$ cat src/design/pcmv_pkg.sv
package pcmv_pkg;
   // ***************************************************
   // register byte offsets
   // ***************************************************
   localparam logic [7:0] PCMV_CTRL_OFS = 8'h00;
   localparam logic [7:0] PCMV_DIV_OFS = 8'h04;
   localparam logic [7:0] PCMV_CHAN_OFS = 8'h08;
   localparam logic [7:0] PCMV_STAT_OFS = 8'h0c;
   localparam logic [7:0] PCMV_TX0_OFS = 8'h10;
   localparam logic [7:0] PCMV_RX0_OFS = 8'h1c;
   // ***************************************************
   // control, divider and channel field positions
   // ***************************************************
   localparam int PCMV_EN_BIT = 0;
   localparam int PCMV_MST_BIT = 1;
   localparam int PCMV_LONG_BIT = 2;
   localparam int PCMV_BURST_BIT = 3;
   localparam int PCMV_SLOTS_LSB = 4;
   localparam int PCMV_LSBF_BIT = 7;
   localparam int PCMV_RJ_BIT = 8;
   localparam int PCMV_FILL_LSB = 9;
   localparam int PCMV_FCONST_LSB = 11;
   localparam int PCMV_CHEN_LSB = 12;
   localparam int PCMV_BDIV_LSB = 8;
   // ***************************************************
   // reset values, sizes and fill mode codes
   // ***************************************************
   localparam int PCMV_NCH = 3;
   localparam logic [7:0] PCMV_DIV_RST = 8'h20;
   localparam logic [7:0] PCMV_BDIV_RST = 8'h03;
   localparam logic [2:0] PCMV_SLOTS_RST = 3'h0;
   localparam logic [1:0] PCMV_FILL_ZERO = 2'h0;
   localparam logic [1:0] PCMV_FILL_ONE = 2'h1;
   localparam logic [1:0] PCMV_FILL_SIGN = 2'h2;
   localparam logic [1:0] PCMV_FILL_CONST = 2'h3;
   // ***************************************************
   // timing: burst rate ceiling as a least half period
   // ***************************************************
   localparam longint PCMV_CLK_HZ = 125000000;
   localparam longint PCMV_BURST_MAX_HZ = 24000000;
   localparam logic [7:0] PCMV_BURST_MIN_HALF =
      8'((PCMV_CLK_HZ + 2 * PCMV_BURST_MAX_HZ - 1) / (2 * PCMV_BURST_MAX_HZ));
endpackage : pcmv_pkg

$ cat src/design/pcmv_fmt_if.sv
`timescale 1ns/100ps
`default_nettype none
interface pcmv_fmt_if;
   logic [12:0] tx_sample;
   logic [15:0] tx_word;
   logic [15:0] rx_word;
   logic [12:0] rx_sample;
   logic lsb_first;
   logic right_just;
   logic [1:0] fill_mode;
   logic [2:0] fill_const;
   modport user (output tx_sample, rx_word, lsb_first, right_just, fill_mode, fill_const,
                 input tx_word, rx_sample);
   modport fmt (input tx_sample, rx_word, lsb_first, right_just, fill_mode, fill_const,
                output tx_word, rx_sample);
endinterface : pcmv_fmt_if
`default_nettype wire

$ cat src/design/pcmv_fmt.sv
`timescale 1ns/100ps
`default_nettype none
module pcmv_fmt (
   pcmv_fmt_if.fmt f
);
   import pcmv_pkg::*;
   logic [2:0] fill;
   logic [15:0] word;
   logic [15:0] rx_fwd;
   // ***************************************************
   // pack 13 bits into the 16 bit word and back
   // ***************************************************
   always_comb begin
      unique case (f.fill_mode)
         PCMV_FILL_ZERO: fill = 3'h0;
         PCMV_FILL_ONE: fill = 3'h7;
         PCMV_FILL_SIGN: fill = {3{f.tx_sample[12]}};
         PCMV_FILL_CONST: fill = f.fill_const;
      endcase
      // placement of the sample in the word
      word = f.right_just ? {fill, f.tx_sample} : {f.tx_sample, fill};
      for (int i = 0; i < 16; i++) begin
         f.tx_word[i] = f.lsb_first ? word[15 - i] : word[i];
         rx_fwd[i] = f.lsb_first ? f.rx_word[15 - i] : f.rx_word[i];
      end
      // unused three bits are dropped here
      f.rx_sample = f.right_just ? rx_fwd[12:0] : rx_fwd[15:3];
   end
endmodule : pcmv_fmt
`default_nettype wire

$ cat src/design/pcmv_port.sv
`timescale 1ns/100ps
`default_nettype none
module pcmv_port (
   input wire logic clock_in,
   input wire logic sys_rst_in,
   input wire logic psel_in,
   input wire logic penable_in,
   input wire logic pwrite_in,
   input wire logic [7:0] paddr_in,
   input wire logic [31:0] pwdata_in,
   output logic [31:0] prdata_out,
   output logic pready_out,
   output logic pslverr_out,
   input wire logic stereo_busy_in,
   output logic pcm_active_out,
   input wire logic pcm_clk_in,
   output logic pcm_clk_out,
   output logic pcm_clk_oe_n_out,
   input wire logic pcm_sync_in,
   output logic pcm_sync_out,
   output logic pcm_sync_oe_n_out,
   input wire logic pcm_din_in,
   output logic pcm_dout_out,
   output logic pcm_dout_oe_n_out
);
   import pcmv_pkg::*;

   // ***************************************************
   // state
   // ***************************************************
   typedef struct packed {
      logic [31:0] rdata;
      logic ready;
      logic slverr;
      logic enable;
      logic master;
      logic long_sync;
      logic burst;
      logic [2:0] slot_log2;
      logic lsb_first;
      logic right_just;
      logic [1:0] fill_mode;
      logic [2:0] fill_const;
      logic [7:0] div_norm;
      logic [7:0] div_burst;
      logic [11:0] ch_slot;
      logic [2:0] ch_en;
      logic [38:0] tx_smp;
      logic [38:0] rx_smp;
      logic [2:0] rx_rdy;
      logic [7:0] div_cnt;
      logic bclk;
      logic [2:0] clk_sy;
      logic [1:0] sync_sy;
      logic [1:0] din_sy;
      logic sync_prev;
      logic short_pend;
      logic [3:0] slot;
      logic [3:0] bitn;
      logic [15:0] tx_sh;
      logic [15:0] rx_sh;
      logic [1:0] rx_ch;
      logic rx_own;
      logic sync_o;
      logic dout;
      logic dout_oe_n;
      logic clk_oe_n;
      logic sync_oe_n;
      logic active;
   } pcmv_state_t;

   pcmv_state_t s_q;
   pcmv_state_t s_d;
   pcmv_fmt_if fi ();

   logic act;
   logic [7:0] half;
   logic tick;
   logic rise;
   logic fall;
   logic pend_go;
   logic [3:0] last_slot;
   logic [3:0] nslot;
   logic [3:0] nbit;
   logic [2:0] hit;
   logic [1:0] own_idx;
   logic [7:0] acc_ofs;

   // ***************************************************
   // link clock events
   // ***************************************************
   // the stereo port has priority while it runs
   assign act = s_q.enable & ~stereo_busy_in;
   // burst half period never below the 24 MHz bound
   assign half = !s_q.burst ? s_q.div_norm :
                 (s_q.div_burst < PCMV_BURST_MIN_HALF) ?
                 PCMV_BURST_MIN_HALF : s_q.div_burst;
   assign tick = (s_q.div_cnt >= half - 8'h01);
   // master makes edges, slave finds them in the synced pin
   assign rise = act & (s_q.master ? (tick & ~s_q.bclk)
                 : (s_q.clk_sy[1] & ~s_q.clk_sy[2]));
   assign fall = act & (s_q.master ? (tick & s_q.bclk)
                 : (~s_q.clk_sy[1] & s_q.clk_sy[2]));

   // ***************************************************
   // next slot position at a rising edge
   // ***************************************************
   // slot count per frame is a power of two up to 16
   assign last_slot = 4'((5'h01 << s_q.slot_log2) - 5'h01);
   assign pend_go = ~s_q.master & s_q.short_pend;
   assign nbit = pend_go ? 4'h0 : s_q.bitn + 4'h1;
   assign nslot = pend_go ? 4'h0 :
                  (s_q.bitn != 4'hf) ? s_q.slot :
                  (s_q.slot >= last_slot) ? 4'h0 : s_q.slot + 4'h1;

   // ***************************************************
   // channel ownership of the coming slot
   // ***************************************************
   genvar gi;
   generate
      for (gi = 0; gi < PCMV_NCH; gi++) begin : g_hit
         // one slot number serves both directions
         assign hit[gi] = s_q.ch_en[gi] &
                          (s_q.ch_slot[4 * gi +: 4] == nslot);
      end
   endgenerate
   assign own_idx = hit[0] ? 2'h0 : hit[1] ? 2'h1 : 2'h2;

   // ***************************************************
   // sample formatter
   // ***************************************************
   assign fi.tx_sample = s_q.tx_smp[13 * own_idx +: 13];
   assign fi.rx_word = {s_q.rx_sh[14:0], s_q.din_sy[1]};
   assign fi.lsb_first = s_q.lsb_first;
   assign fi.right_just = s_q.right_just;
   assign fi.fill_mode = s_q.fill_mode;
   assign fi.fill_const = s_q.fill_const;

   pcmv_fmt u_fmt (
      .f(fi.fmt)
   );

   assign acc_ofs = {paddr_in[7:2], 2'h0};

   // ***************************************************
   // next state
   // ***************************************************
   always_comb begin
      s_d = s_q;
      // synchronisers for the three link pins
      s_d.clk_sy = {s_q.clk_sy[1:0], pcm_clk_in};
      s_d.sync_sy = {s_q.sync_sy[0], pcm_sync_in};
      s_d.din_sy = {s_q.din_sy[0], pcm_din_in};
      s_d.active = act;
      s_d.clk_oe_n = ~(act & s_q.master);
      s_d.sync_oe_n = ~(act & s_q.master);

      // apb: answer one cycle after the access phase opens
      s_d.ready = psel_in & penable_in & ~s_q.ready;
      if (psel_in & penable_in & ~s_q.ready) begin
         s_d.rdata = 32'h0;
         s_d.slverr = 1'b0;
         unique case (acc_ofs)
            PCMV_CTRL_OFS: begin
               s_d.rdata[PCMV_EN_BIT] = s_q.enable;
               s_d.rdata[PCMV_MST_BIT] = s_q.master;
               s_d.rdata[PCMV_LONG_BIT] = s_q.long_sync;
               s_d.rdata[PCMV_BURST_BIT] = s_q.burst;
               s_d.rdata[PCMV_SLOTS_LSB +: 3] = s_q.slot_log2;
               s_d.rdata[PCMV_LSBF_BIT] = s_q.lsb_first;
               s_d.rdata[PCMV_RJ_BIT] = s_q.right_just;
               s_d.rdata[PCMV_FILL_LSB +: 2] = s_q.fill_mode;
               s_d.rdata[PCMV_FCONST_LSB +: 3] = s_q.fill_const;
            end
            PCMV_DIV_OFS: begin
               s_d.rdata[15:0] = {s_q.div_burst, s_q.div_norm};
            end
            PCMV_CHAN_OFS: begin
               s_d.rdata[14:0] = {s_q.ch_en, s_q.ch_slot};
            end
            PCMV_STAT_OFS: begin
               s_d.rdata[11:0] = {s_q.slot, s_q.active, s_q.rx_rdy, s_q.bitn[3:3], 3'h0};
            end
            PCMV_TX0_OFS, PCMV_TX0_OFS + 8'h04, PCMV_TX0_OFS + 8'h08: begin
               s_d.rdata[12:0] = s_q.tx_smp[13 * (acc_ofs[3:2] - 2'h0) +: 13];
            end
            PCMV_RX0_OFS, PCMV_RX0_OFS + 8'h04, PCMV_RX0_OFS + 8'h08: begin
               s_d.rdata[12:0] = s_q.rx_smp[13 * 2'(acc_ofs[3:2] - 2'h3) +: 13];
            end
            default: begin
               s_d.slverr = 1'b1; // unmapped word
            end
         endcase
      end else begin
         s_d.slverr = 1'b0;
      end

      // writes land on the edge that completes the transfer
      if (psel_in & penable_in & s_q.ready & pwrite_in & ~s_q.slverr) begin
         unique case (acc_ofs)
            PCMV_CTRL_OFS: begin
               s_d.enable = pwdata_in[PCMV_EN_BIT];
               s_d.master = pwdata_in[PCMV_MST_BIT];
               s_d.long_sync = pwdata_in[PCMV_LONG_BIT];
               s_d.burst = pwdata_in[PCMV_BURST_BIT];
               s_d.slot_log2 = (pwdata_in[PCMV_SLOTS_LSB +: 3] > 3'h4) ?
                               3'h4 : pwdata_in[PCMV_SLOTS_LSB +: 3];
               s_d.lsb_first = pwdata_in[PCMV_LSBF_BIT];
               s_d.right_just = pwdata_in[PCMV_RJ_BIT];
               s_d.fill_mode = pwdata_in[PCMV_FILL_LSB +: 2];
               s_d.fill_const = pwdata_in[PCMV_FCONST_LSB +: 3];
            end
            PCMV_DIV_OFS: begin
               s_d.div_norm = (pwdata_in[7:0] == 8'h0) ? 8'h01 : pwdata_in[7:0];
               s_d.div_burst = pwdata_in[PCMV_BDIV_LSB +: 8];
            end
            PCMV_CHAN_OFS: begin
               s_d.ch_slot = pwdata_in[11:0];
               s_d.ch_en = pwdata_in[PCMV_CHEN_LSB +: 3];
            end
            PCMV_TX0_OFS, PCMV_TX0_OFS + 8'h04, PCMV_TX0_OFS + 8'h08: begin
               s_d.tx_smp[13 * (acc_ofs[3:2] - 2'h0) +: 13] = pwdata_in[12:0];
            end
            default: begin
            end
         endcase
      end

      // ***************************************************
      // master bit clock divider
      // ***************************************************
      if (!act || !s_q.master || tick) begin
         s_d.div_cnt = 8'h0;
      end else begin
         s_d.div_cnt = s_q.div_cnt + 8'h01;
      end
      if (!act || !s_q.master) begin
         s_d.bclk = 1'b0;
      end else if (tick) begin
         s_d.bclk = ~s_q.bclk;
      end

      // ***************************************************
      // rising edge: advance position and drive data
      // ***************************************************
      if (rise) begin
         s_d.slot = nslot;
         s_d.bitn = nbit;
         s_d.short_pend = 1'b0;
         // master sync: short in last bit, long in first three
         if (s_q.long_sync) begin
            s_d.sync_o = (nslot == 4'h0) & (nbit < 4'h3);
         end else begin
            s_d.sync_o = (nslot == last_slot) & (nbit == 4'hf);
         end
         if (nbit == 4'h0) begin
            s_d.rx_own = |hit;
            s_d.rx_ch = own_idx;
            s_d.tx_sh = {fi.tx_word[14:0], 1'b0};
            s_d.dout = fi.tx_word[15];
            s_d.dout_oe_n = ~(|hit);
         end else begin
            s_d.tx_sh = {s_q.tx_sh[14:0], 1'b0};
            s_d.dout = s_q.tx_sh[15];
         end
      end

      // ***************************************************
      // falling edge: capture data and sample sync
      // ***************************************************
      if (fall) begin
         s_d.sync_prev = s_q.sync_sy[1];
         if (!s_q.master && !s_q.long_sync && s_q.sync_sy[1]) begin
            s_d.short_pend = 1'b1;
         end
         // long sync rising marks bit 0 of slot 0
         if (!s_q.master && s_q.long_sync && s_q.sync_sy[1] && !s_q.sync_prev) begin
            s_d.slot = 4'h0;
            s_d.bitn = 4'h0;
         end
         if (s_q.rx_own) begin
            s_d.rx_sh = {s_q.rx_sh[14:0], s_q.din_sy[1]};
         end
         if (s_q.bitn == 4'hf) begin
            s_d.dout_oe_n = 1'b1;
            if (s_q.rx_own) begin
               s_d.rx_smp[13 * s_q.rx_ch +: 13] = fi.rx_sample;
            end
         end
      end

      // receive flags: a new sample wins over a clear
      if (psel_in & penable_in & s_q.ready & pwrite_in & (acc_ofs == PCMV_STAT_OFS)) begin
         s_d.rx_rdy = s_q.rx_rdy & ~pwdata_in[6:4];
      end
      if (fall && s_q.bitn == 4'hf && s_q.rx_own) begin
         s_d.rx_rdy[s_q.rx_ch] = 1'b1;
      end

      // port idle: position cleared and data released
      if (!act) begin
         s_d.slot = 4'h0;
         s_d.bitn = 4'hf;
         s_d.short_pend = 1'b0;
         s_d.rx_own = 1'b0;
         s_d.sync_o = 1'b0;
         s_d.dout_oe_n = 1'b1;
      end

      // synchronous reset to the documented defaults
      if (sys_rst_in) begin
         s_d = '0;
         s_d.div_norm = PCMV_DIV_RST;
         s_d.div_burst = PCMV_BDIV_RST;
         s_d.slot_log2 = PCMV_SLOTS_RST;
         s_d.fill_mode = PCMV_FILL_ZERO;
         s_d.bitn = 4'hf;
         s_d.dout_oe_n = 1'b1;
         s_d.clk_oe_n = 1'b1;
         s_d.sync_oe_n = 1'b1;
      end
   end

   // ***************************************************
   // state register
   // ***************************************************
   always_ff @(posedge clock_in) begin
      s_q <= s_d;
   end

   // ***************************************************
   // outputs straight from flip-flops
   // ***************************************************
   assign prdata_out = s_q.rdata;
   assign pready_out = s_q.ready;
   assign pslverr_out = s_q.slverr;
   assign pcm_active_out = s_q.active;
   assign pcm_clk_out = s_q.bclk;
   assign pcm_clk_oe_n_out = s_q.clk_oe_n;
   assign pcm_sync_out = s_q.sync_o;
   assign pcm_sync_oe_n_out = s_q.sync_oe_n;
   assign pcm_dout_out = s_q.dout;
   assign pcm_dout_oe_n_out = s_q.dout_oe_n;
endmodule : pcmv_port
`default_nettype wire

$ cat config.mk
export PLATFORM = sky130hd
export DESIGN_NAME = pcmv_port
export DESIGN_NICKNAME = d
export VERILOG_FILES = /design/src/design/pcmv_pkg.sv /design/src/design/pcmv_fmt_if.sv /design/src/design/pcmv_fmt.sv /design/src/design/pcmv_port.sv
export SDC_FILE = /design/constraint.sdc
export NUM_CORES = 1
export LEC_CHECK = 0
export ABC_AREA = 1
export BUFFER_PORTS_ARGS = -buffer_cell sky130_fd_sc_hd__buf_4
export CAP_MARGIN = 30
export CORE_MARGIN = 10
export CORE_UTILIZATION = 55
export DETAILED_ROUTE_END_ITERATION = 10
export HOLD_SLACK_MARGIN = 0.06
export PLACE_DENSITY_LB_ADDON = 0.3
export RECOVER_POWER = 25
export SETUP_SLACK_MARGIN = 0.05
export SYNTH_ARGS = -nofsm -noshare
export SYNTH_HDL_FRONTEND = slang
export SYNTH_HIERARCHICAL = 1
export SYNTH_SLANG_ARGS = --single-unit
export TNS_END_PERCENT = 20
$ cat constraint.sdc
create_clock -name clock_in -period 9.88 [get_ports clock_in]
set_clock_uncertainty 0.05 [all_clocks]
set_input_delay 0 -clock clock_in [delete_from_list [all_inputs] [get_ports clock_in]]
set_output_delay 0 -clock clock_in [all_outputs]
set_load 0.005 [all_outputs]
==> out/qor.csv, run 1 <==
stage,metric,value,unit
floorplan,Die X,163,um
worst_setup_path,"CP delay by family, top",buffers and inverters,
worst_setup_path,Worst path slowest cell,clkbuf_1,
power_and_ir_drop,internal power,1.38,mW
timing,Slew @ Worst Pin,4.17,ns
place,DP Worst Slack,5.11,ns
yosys,Netlist cell types,47,
clock_network,clk buf depth,3,
yosys,"Seq/Total Area, Yosys",36.8,%
route,drt total wl,34900,um
worst_hold_path,Tightest Hold Check Type,in2reg,
route,DRC,0,
floorplan,die height,163,um
place,RD Place Congestion,0.944,
yosys,Yosys reg bits,208,
layout,most frequent cells in the layout,"nand2_1 (278), nor2_1 (224), dfxtp_1 (208)",
place,post-DP HPWL,23600,um
route,Post-DRT Antenna Nets,0,
global_route,first-pass GRT wire length,55700,um
yosys,Synth Area per Inst,6.83,um^2
layout,synthesis-to-layout area growth,10.8,%
worst_setup_path,Worst Path Max Fanout,108,
floorplan,die area,26700,um^2
global_route,pin count of the biggest net entering global routing,109,
timing,WHS,0.100,ns
power_and_ir_drop,Leak,4.93,nW
route,DR vias,11500,
global_route,vias in the first global route,10500,
timing,crit path time final,5.61,ns
timing,Max-slew headroom,-178,%
worst_setup_path,"critical path, cell by cell","dlygate4sd3_1, clkbuf_1, clkinv_1, clkbuf_1, o21ai_0, nor2_2",
yosys,cells after synthesis,1658,
clock_network,Inserted Clock Buffers,23,
floorplan,I/O pin count,90,
clock_network,CTS Hold Bufs,29,
route,Wirelength per Cell,17.9,um
power_and_ir_drop,sw frac,23.5,%
clock_network,number of setup buffers added after CTS,0,
yosys,"area leader, netlist",dfxtp_1,
yosys,Mapped Area,11300,um^2
clock_network,clk_lat worst skew,0.51,ns
outcome,failing checks,"capacitance limit, slew limit",
power_and_ir_drop,Clock power frac,47.6,%
route,Via density,5.90,
yosys,ys async rst share,0,%
layout,fillers,1844,
worst_setup_path,CP startpoint kind,input port,
clock_network,# clock sinks,208,
place,Buffers on Ports,55,
layout,FF+latch area,4160,um^2
floorplan,Initial Utilization,55.9,%
timing,Final TNS setup,0,ns
outcome,outcome,"complete, but fails checks",
yosys,Synth area leaders,"dfxtp_1 (37%), nand2_1 (9.2%), o21ai_0 (8.3%), nor2_1 (7.4%), a21oi_1 (5.6%)",
place,Inst Count DP,1881,
timing,RSZ-0062 raised after global routing,no,
layout,fin nets,1743,
worst_setup_path,CP peak stage delay,2.73,ns
timing,Max Freq,0.178,GHz
layout,layout cells sized above 1,7.25,%
power_and_ir_drop,VDD IR max,0.149,mV
power_and_ir_drop,Pwr Density,144,nW/um^2
worst_setup_path,critical path class,in2reg,
route,first drt pass iteration count,6,
global_route,initial antenna violation count,0,
global_route,Tot GR Track Use,25.5,%
worst_setup_path,most frequent cell on the critical path,clkbuf_1,
worst_setup_path,Arrival @ worst endpoint,5.95,ns
layout,Inserted Diodes,0,
layout,Post-Layout Cell Count,1953,
timing,number of hold violations in the final report,0,
layout,multi-input logic area,5920,um^2
global_route,Overflow after GRT,0,
timing,final cycle utilization of the critical path,56.8,%
clock_network,Clock Pin Slew Worst Setup and Hold Paths,0.06,ns
power_and_ir_drop,Reg power frac,46.9,%
timing,fin. max-slew vios,188,
clock_network,H-tree levels,1,
yosys,"EDFF count, synth",0,
route,initial DRC count,1678,
power_and_ir_drop,Sw Pwr,0.425,mW
clock_network,CTS tree,built,
layout,"commonest non-fill, non-tap cell in the layout",nand2_1,
yosys,prevailing post-synth register cell,dfxtp_1,
power_and_ir_drop,combinational group share of total power,5.5,%
floorplan,num rows,52,
clock_network,post_cts resized,0,
worst_setup_path,Buffers & Inverters on Critical Path,4,
clock_network,Root Buffer,clkbuf_16,
yosys,Synth Warn #,6,
timing,Final Setup Violations,0,
worst_setup_path,CP required,10.22,ns
yosys,Synth top area share,36.8,%
timing,Final WS setup,4.27,ns
worst_setup_path,Worst Setup End Kind,flip-flop,
floorplan,Core ar.,20200,um^2
run,max-cap violations,2,
layer usage:
layer,vias to the layer above,GRT usage (%),share of wire [%]
met1,5368,34.0,43
met5,-,0,0
met4,0,10.3,3.7
met2,573,39.2,44
li1,5507,-,-
met3,81,5.51,9.9
Yosys cell counts (4+ instances only):
cell type and n:
nand2_2 6, a211oi_1 14, nand3b_1 13, nor2_1 224, buf_4 36, o211ai_1 14, o21ai_1 8, xor2_1 8
clkbuf_1 72, nand4_1 7, o31ai_1 13, clkinv_1 4, a31oi_1 52, o22ai_1 11, buf_6 5, ha_1 27
nor3_1 20, a221oi_1 10, mux2i_1 7, a41oi_1 4, nor2_4 4, nand3_1 90, dfxtp_1 208, a21oi_1 126
inv_2 4, inv_1 155, nand2_1 278, o21ai_0 188, or2_2 4, buf_2 13
worst reg2reg max path: stages, from the launching register on:
cell and delay [ns]:
dfxtp_1 0.34, inv_1 0.18, nand3_1 0.19, ha_1 0.23, inv_1 0.06, xor2_1 0.21, inv_1 0.08, ha_1 0.32
nand2_1 0.08, inv_1 0.05, nand2_1 0.05, nand3_1 0.10, nand2_4 0.19, nand3_1 0.25, nand2_1 0.12, nand2_1 0.06
nand3_1 0.25, buf_4 0.37, inv_1 0.13, nor2_4 0.39, nand2_1 0.11, o211ai_1 0.24, inv_1 0.11, o21ai_0 0.22
nand2_1 0.07, o21ai_0 0.16, nand2_1 0.13, a31oi_1 0.19
final timing paths:
path	from	end	slack, ns	depth (start not counted)
max	sys_rst_in	s_q[7]$_SDFFE_PP0P_	4.27	6
min	paddr_in[5]	prdata_out[2]$_SDFFE_PP0P_	0.10	6
max reg2reg	s_q[188]$_SDFFE_PP0P_	s_q[38]$_SDFFE_PP0P_	4.85	27
min reg2reg	s_q[51]$_SDFF_PP0_	fi.rx_word[0]$_SDFF_PP0_	0.35	2
registers in the layout, summed over array words and instances, names as in the netlist:
register           count
fi.fill_const          3
fi.fill_mode           2
fi.lsb_first           1
fi.right_just          1
fi.rx_word            16
pcm_active_out         1
pcm_clk_out            1
pcm_dout_oe_n_out      1
pcm_dout_out           1
pcm_sync_oe_n_out      1
pcm_sync_out           1
prdata_out            16
pready_out             1
pslverr_out            1
s_q                  161
final cells by class:
| type | instances | area share, % |
|---|---|---|
| clock buffer | 35 | 5.51 |
| inverter | 163 | 4.88 |
| tap | 270 | 2.69 |
| timing repair buffer | 98 | 6.02 |
| clock inverter | 6 | 0.479 |
| sequential | 208 | 33.2 |
| multi-input combinational | 1173 | 47.2 |
power groups by stage:
| stage | combinational, mW | clock, mW | sequential (mW) |
|---|---|---|---|
| floorplan | 0.0567 | 0 | 0.865 |
| global placement | 0.0866 | 0 | 0.867 |
| detailed placement | 0.0879 | 0 | 0.867 |
| CTS | 0.0969 | 0.867 | 0.848 |
| global route | 0.107 | 0.899 | 0.848 |
| finish | 0.0995 | 0.861 | 0.848 |
through the flow:
step                cell area, um^2  power (mW)  utilization, %
floorplan                     11400       0.921               -
CTS                           12600        1.81            62.2
global route                  12500        1.85            62.0
detailed placement            11500       0.955            57.0
finish                        12500        1.81            62.0
global placement              11500       0.953            57.0
cell families (layout without fill, tap and decap cells):
| logic type | after synthesis | after routing | share of synthesized area [%] |
|---|---|---|---|
| other | 1 | 16 | 0.0331 |
| flip-flops | 208 | 208 | 36.8 |
| AND/OR/NAND/NOR | 662 | 662 | 25.0 |
| XOR/XNOR | 11 | 11 | 0.851 |
| multiplexers | 7 | 7 | 0.619 |
| adder cells (fa/ha/maj) | 27 | 27 | 2.99 |
| AO/OA/AOI/OAI | 450 | 450 | 22.3 |
| buffers and inverters | 292 | 302 | 11.4 |
No activity file was read; power rests on OpenSTA's default activity.
==> run 2, diff against run 1 <==
ABC_AREA = 0   (was 1)
clock period = 5.15 ns   (was 9.88 ns; I/O delays follow)
==> run 2 against run 1 <==
Effect of this change:
- wire length shrank 2.3%
- largest cell class unchanged
- worst hold slack gained 0.0020 ns
- global-route usage shrank 1.2 points
- sequential power grew 92%
- highest routed layer unchanged
- worst setup slack lost 3.9 ns
- the run still ends with capacitance limit, slew limit left
- synthesized area grew 1.7%
- register-to-register slack lost 4.5 ns
- non-clock buffer count grew 8
- total power grew 97%
- sequential cell count is the same
==> out/qor.csv, run 2 <==
stage,metric,value,unit,change
outcome,outcome,"complete, but fails checks",,unchanged
outcome,failing checks,"capacitance limit, slew limit",,unchanged
timing,Final TNS setup,0,ns,unchanged
global_route,Tot GR Track Use,24.3,%,was 25.5%
place,RD Place Congestion,0.956,,was 0.944
yosys,cells after synthesis,1433,,was 1658
place,post-DP HPWL,23000,um,was 23600 um
worst_setup_path,Worst Setup End Kind,flip-flop,,unchanged
yosys,Mapped Area,11500,um^2,was 11300 um^2
worst_setup_path,critical path class,reg2reg,,was in2reg
layout,synthesis-to-layout area growth,11.7,%,was 10.8%
route,DRC,0,,unchanged
route,Wirelength per Cell,19.8,um,was 17.9 um
timing,final cycle utilization of the critical path,92.3,%,
run,max-cap violations,1,,was 2
layout,layout cells sized above 1,9.65,%,was 7.25%
yosys,Synth Area per Inst,8.03,um^2,was 6.83 um^2
route,first drt pass iteration count,7,,was 6
power_and_ir_drop,Leak,4.37,nW,was 4.93 nW
clock_network,clk buf depth,3,,unchanged
yosys,synth cell count leaders,"nand2_1 (220), dfxtp_1 (208), a21oi_1 (176), nand3_1 (102), nor2_1 (99)",,"was nand2_1 (278), nor2_1 (224), dfxtp_1 (208), o21ai_0 (188), inv_1 (155)"
yosys,Netlist cell types,73,,was 47
power_and_ir_drop,Pwr Density,278,nW/um^2,was 144 nW/um^2
timing,Max Freq,0.210,GHz,
layout,Inserted Diodes,0,,unchanged
global_route,initial antenna violation count,0,,unchanged
yosys,ys async rst share,0,%,unchanged
floorplan,Initial Utilization,56.3,%,was 55.9%
floorplan,I/O pin count,90,,unchanged
route,Post-DRT Antenna Nets,0,,unchanged
global_route,first-pass GRT wire length,53900,um,was 55700 um
global_route,pin count of the biggest net entering global routing,132,,was 109
worst_setup_path,CP startpoint kind,flip-flop,,was input port
worst_setup_path,Worst Path Max Fanout,9,,was 108
timing,Final WS setup,0.396,ns,was 4.27 ns
place,DP Worst Slack,0.460,ns,was 5.11 ns
yosys,most common cell in the synthesized netlist,nand2_1,,unchanged
clock_network,Inserted Clock Buffers,23,,unchanged
place,Buffers on Ports,55,,unchanged
yosys,Synth Warn #,6,,unchanged
yosys,Synth top area share,36.2,%,was 36.8%
clock_network,clk_lat worst skew,0.51,ns,about the same
global_route,vias in the first global route,9944,,was 10500
power_and_ir_drop,VDD IR max,0.272,mV,was 0.149 mV
timing,Max-slew headroom,-61.7,%,was -178%
route,DR vias,10700,,was 11500
yosys,"area leader, netlist",dfxtp_1,,unchanged
yosys,prevailing post-synth register cell,dfxtp_1,,unchanged
yosys,"EDFF count, synth",0,,unchanged
clock_network,Root Buffer,clkbuf_16,,unchanged
timing,number of hold violations in the final report,0,,unchanged
clock_network,# clock sinks,208,,unchanged
floorplan,die height,165,um,was 163 um
layout,most frequent cells in the layout,"nand2_1 (220), dfxtp_1 (208), a21oi_1 (176)",,"was nand2_1 (278), nor2_1 (224), dfxtp_1 (208)"
yosys,Synth area leaders,"dfxtp_1 (36%), a21oi_1 (7.7%), nand2_1 (7.2%), mux2i_1 (5.3%), nand3_1 (4.4%)",,"was dfxtp_1 (37%), nand2_1 (9.2%), o21ai_0 (8.3%), nor2_1 (7.4%), a21oi_1 (5.6%)"
timing,crit path time final,4.75,ns,
clock_network,number of setup buffers added after CTS,0,,unchanged
timing,RSZ-0062 raised after global routing,no,,unchanged
route,drt total wl,34100,um,was 34900 um
layout,"commonest non-fill, non-tap cell in the layout",nand2_1,,unchanged
route,initial DRC count,1099,,was 1678
worst_hold_path,Tightest Hold Check Type,in2reg,,unchanged
timing,Final Setup Violations,0,,unchanged
clock_network,H-tree levels,1,,unchanged
floorplan,die area,27100,um^2,was 26700 um^2
floorplan,Core ar.,20400,um^2,was 20200 um^2
layout,Finished Core Util,62.9,%,was 62.0%
floorplan,Die X,165,um,was 163 um
worst_setup_path,CP required,5.52,ns,was 10.22 ns
timing,Slew @ Worst Pin,2.42,ns,was 4.17 ns
layout,number of flip-flops in the largest register,161,,unchanged
yosys,"Seq/Total Area, Yosys",36.2,%,was 36.8%
floorplan,num rows,52,,unchanged
worst_setup_path,Arrival @ worst endpoint,5.12,ns,was 5.95 ns
layout,fin nets,1512,,was 1743
layout,largest register by flop count,s_q,,unchanged
clock_network,Clock Pin Slew Worst Setup and Hold Paths,0.06,ns,about the same
yosys,Yosys reg bits,208,,unchanged
timing,fin. max-slew vios,58,,was 188
global_route,Overflow after GRT,0,,unchanged
clock_network,CTS tree,built,,unchanged
route,Via density,6.21,,was 5.90
[run 2: report_power, final]
part	switching (mW)	leakage, nW	internal [mW]
Clock	0.666	0.399	1.12
Combinational	0.102	2.29	0.0582
Sequential	0.00663	1.68	1.62
Total	0.775	4.37	2.79
[run 2: critical path: stages (launching register included)]
cell and delay (ns):
dfxtp_1 0.34, or3_1 0.42, ha_1 0.22, xor2_1 0.18, ha_1 0.29, o211ai_1 0.13
o21ai_1 0.54, nor4_1 0.17, a221oi_4 0.26, nand4_4 0.28, buf_4 0.30, mux2i_1 0.13
o21ai_0 0.60, nand2_1 0.19, a32oi_1 0.23, nand2_1 0.07, a311oi_1 0.25
[run 2: area by class of cell]
type	instances	area, um^2
Fill cell	1758	7570
Clock inverter	6	133
Tap cell	270	338
Sequential cell	208	4160
Clock buffer	34	687
Inverter	20	75.1
Timing Repair Buffer	106	836
Multi-Input combinational cell	1077	6620
[run 2: worst paths after layout]
kind,from,end,slack (ns),cells past startpoint
min reg2reg,s_q[55]$_SDFF_PP0_,s_q[56]$_SDFF_PP0_,0.39,1
max reg2reg,s_q[186]$_SDFFE_PP0P_,s_q[28]$_SDFFE_PP0P_,0.40,16
max,s_q[186]$_SDFFE_PP0P_,s_q[28]$_SDFFE_PP0P_,0.40,16
min,psel_in,prdata_out[1]$_SDFFE_PP0P_,0.10,5
[run 2: routing by layer]
metal  routed length (um)  share of wire, %  GRT usage (%)
met5                    0                 0              0
met4                 1510               4.4           10.7
met3                 3450                10           4.43
met2                15700                46           38.6
met1                13500                39           31.7
[run 2: timing repair]
item                                   CTS  global route
endpoints found under the hold margin  115             0
hold buffers                            29             0
gates resized for setup                  0             1
setup endpoints to repair                0             1
[run 2: metrics by stage]
| step | total power [mW] | cell area [um^2] | hold WS (ns) | instances |
|---|---|---|---|---|
| after floorplan | 1.76 | 11600 | 0.0711 | 1448 |
| after global placement | 1.80 | 11800 | 0.165 | 1651 |
| after detailed placement | 1.80 | 11800 | 0.166 | 1651 |
| after CTS | 3.58 | 12900 | 0.0953 | 1720 |
| after global routing | 3.65 | 12900 | 0.145 | 1721 |
| final | 3.57 | 12900 | 0.102 | 1721 |
[run 2: cells by family after synthesis]
family / share of synthesized area [%]
simple gates: 23.5
compound gates: 19.0
flops: 36.2
buf+inv: 6.97
mux: 9.38
fa+ha+maj: 2.94
xor+xnor: 1.98
other cells: 0.0326
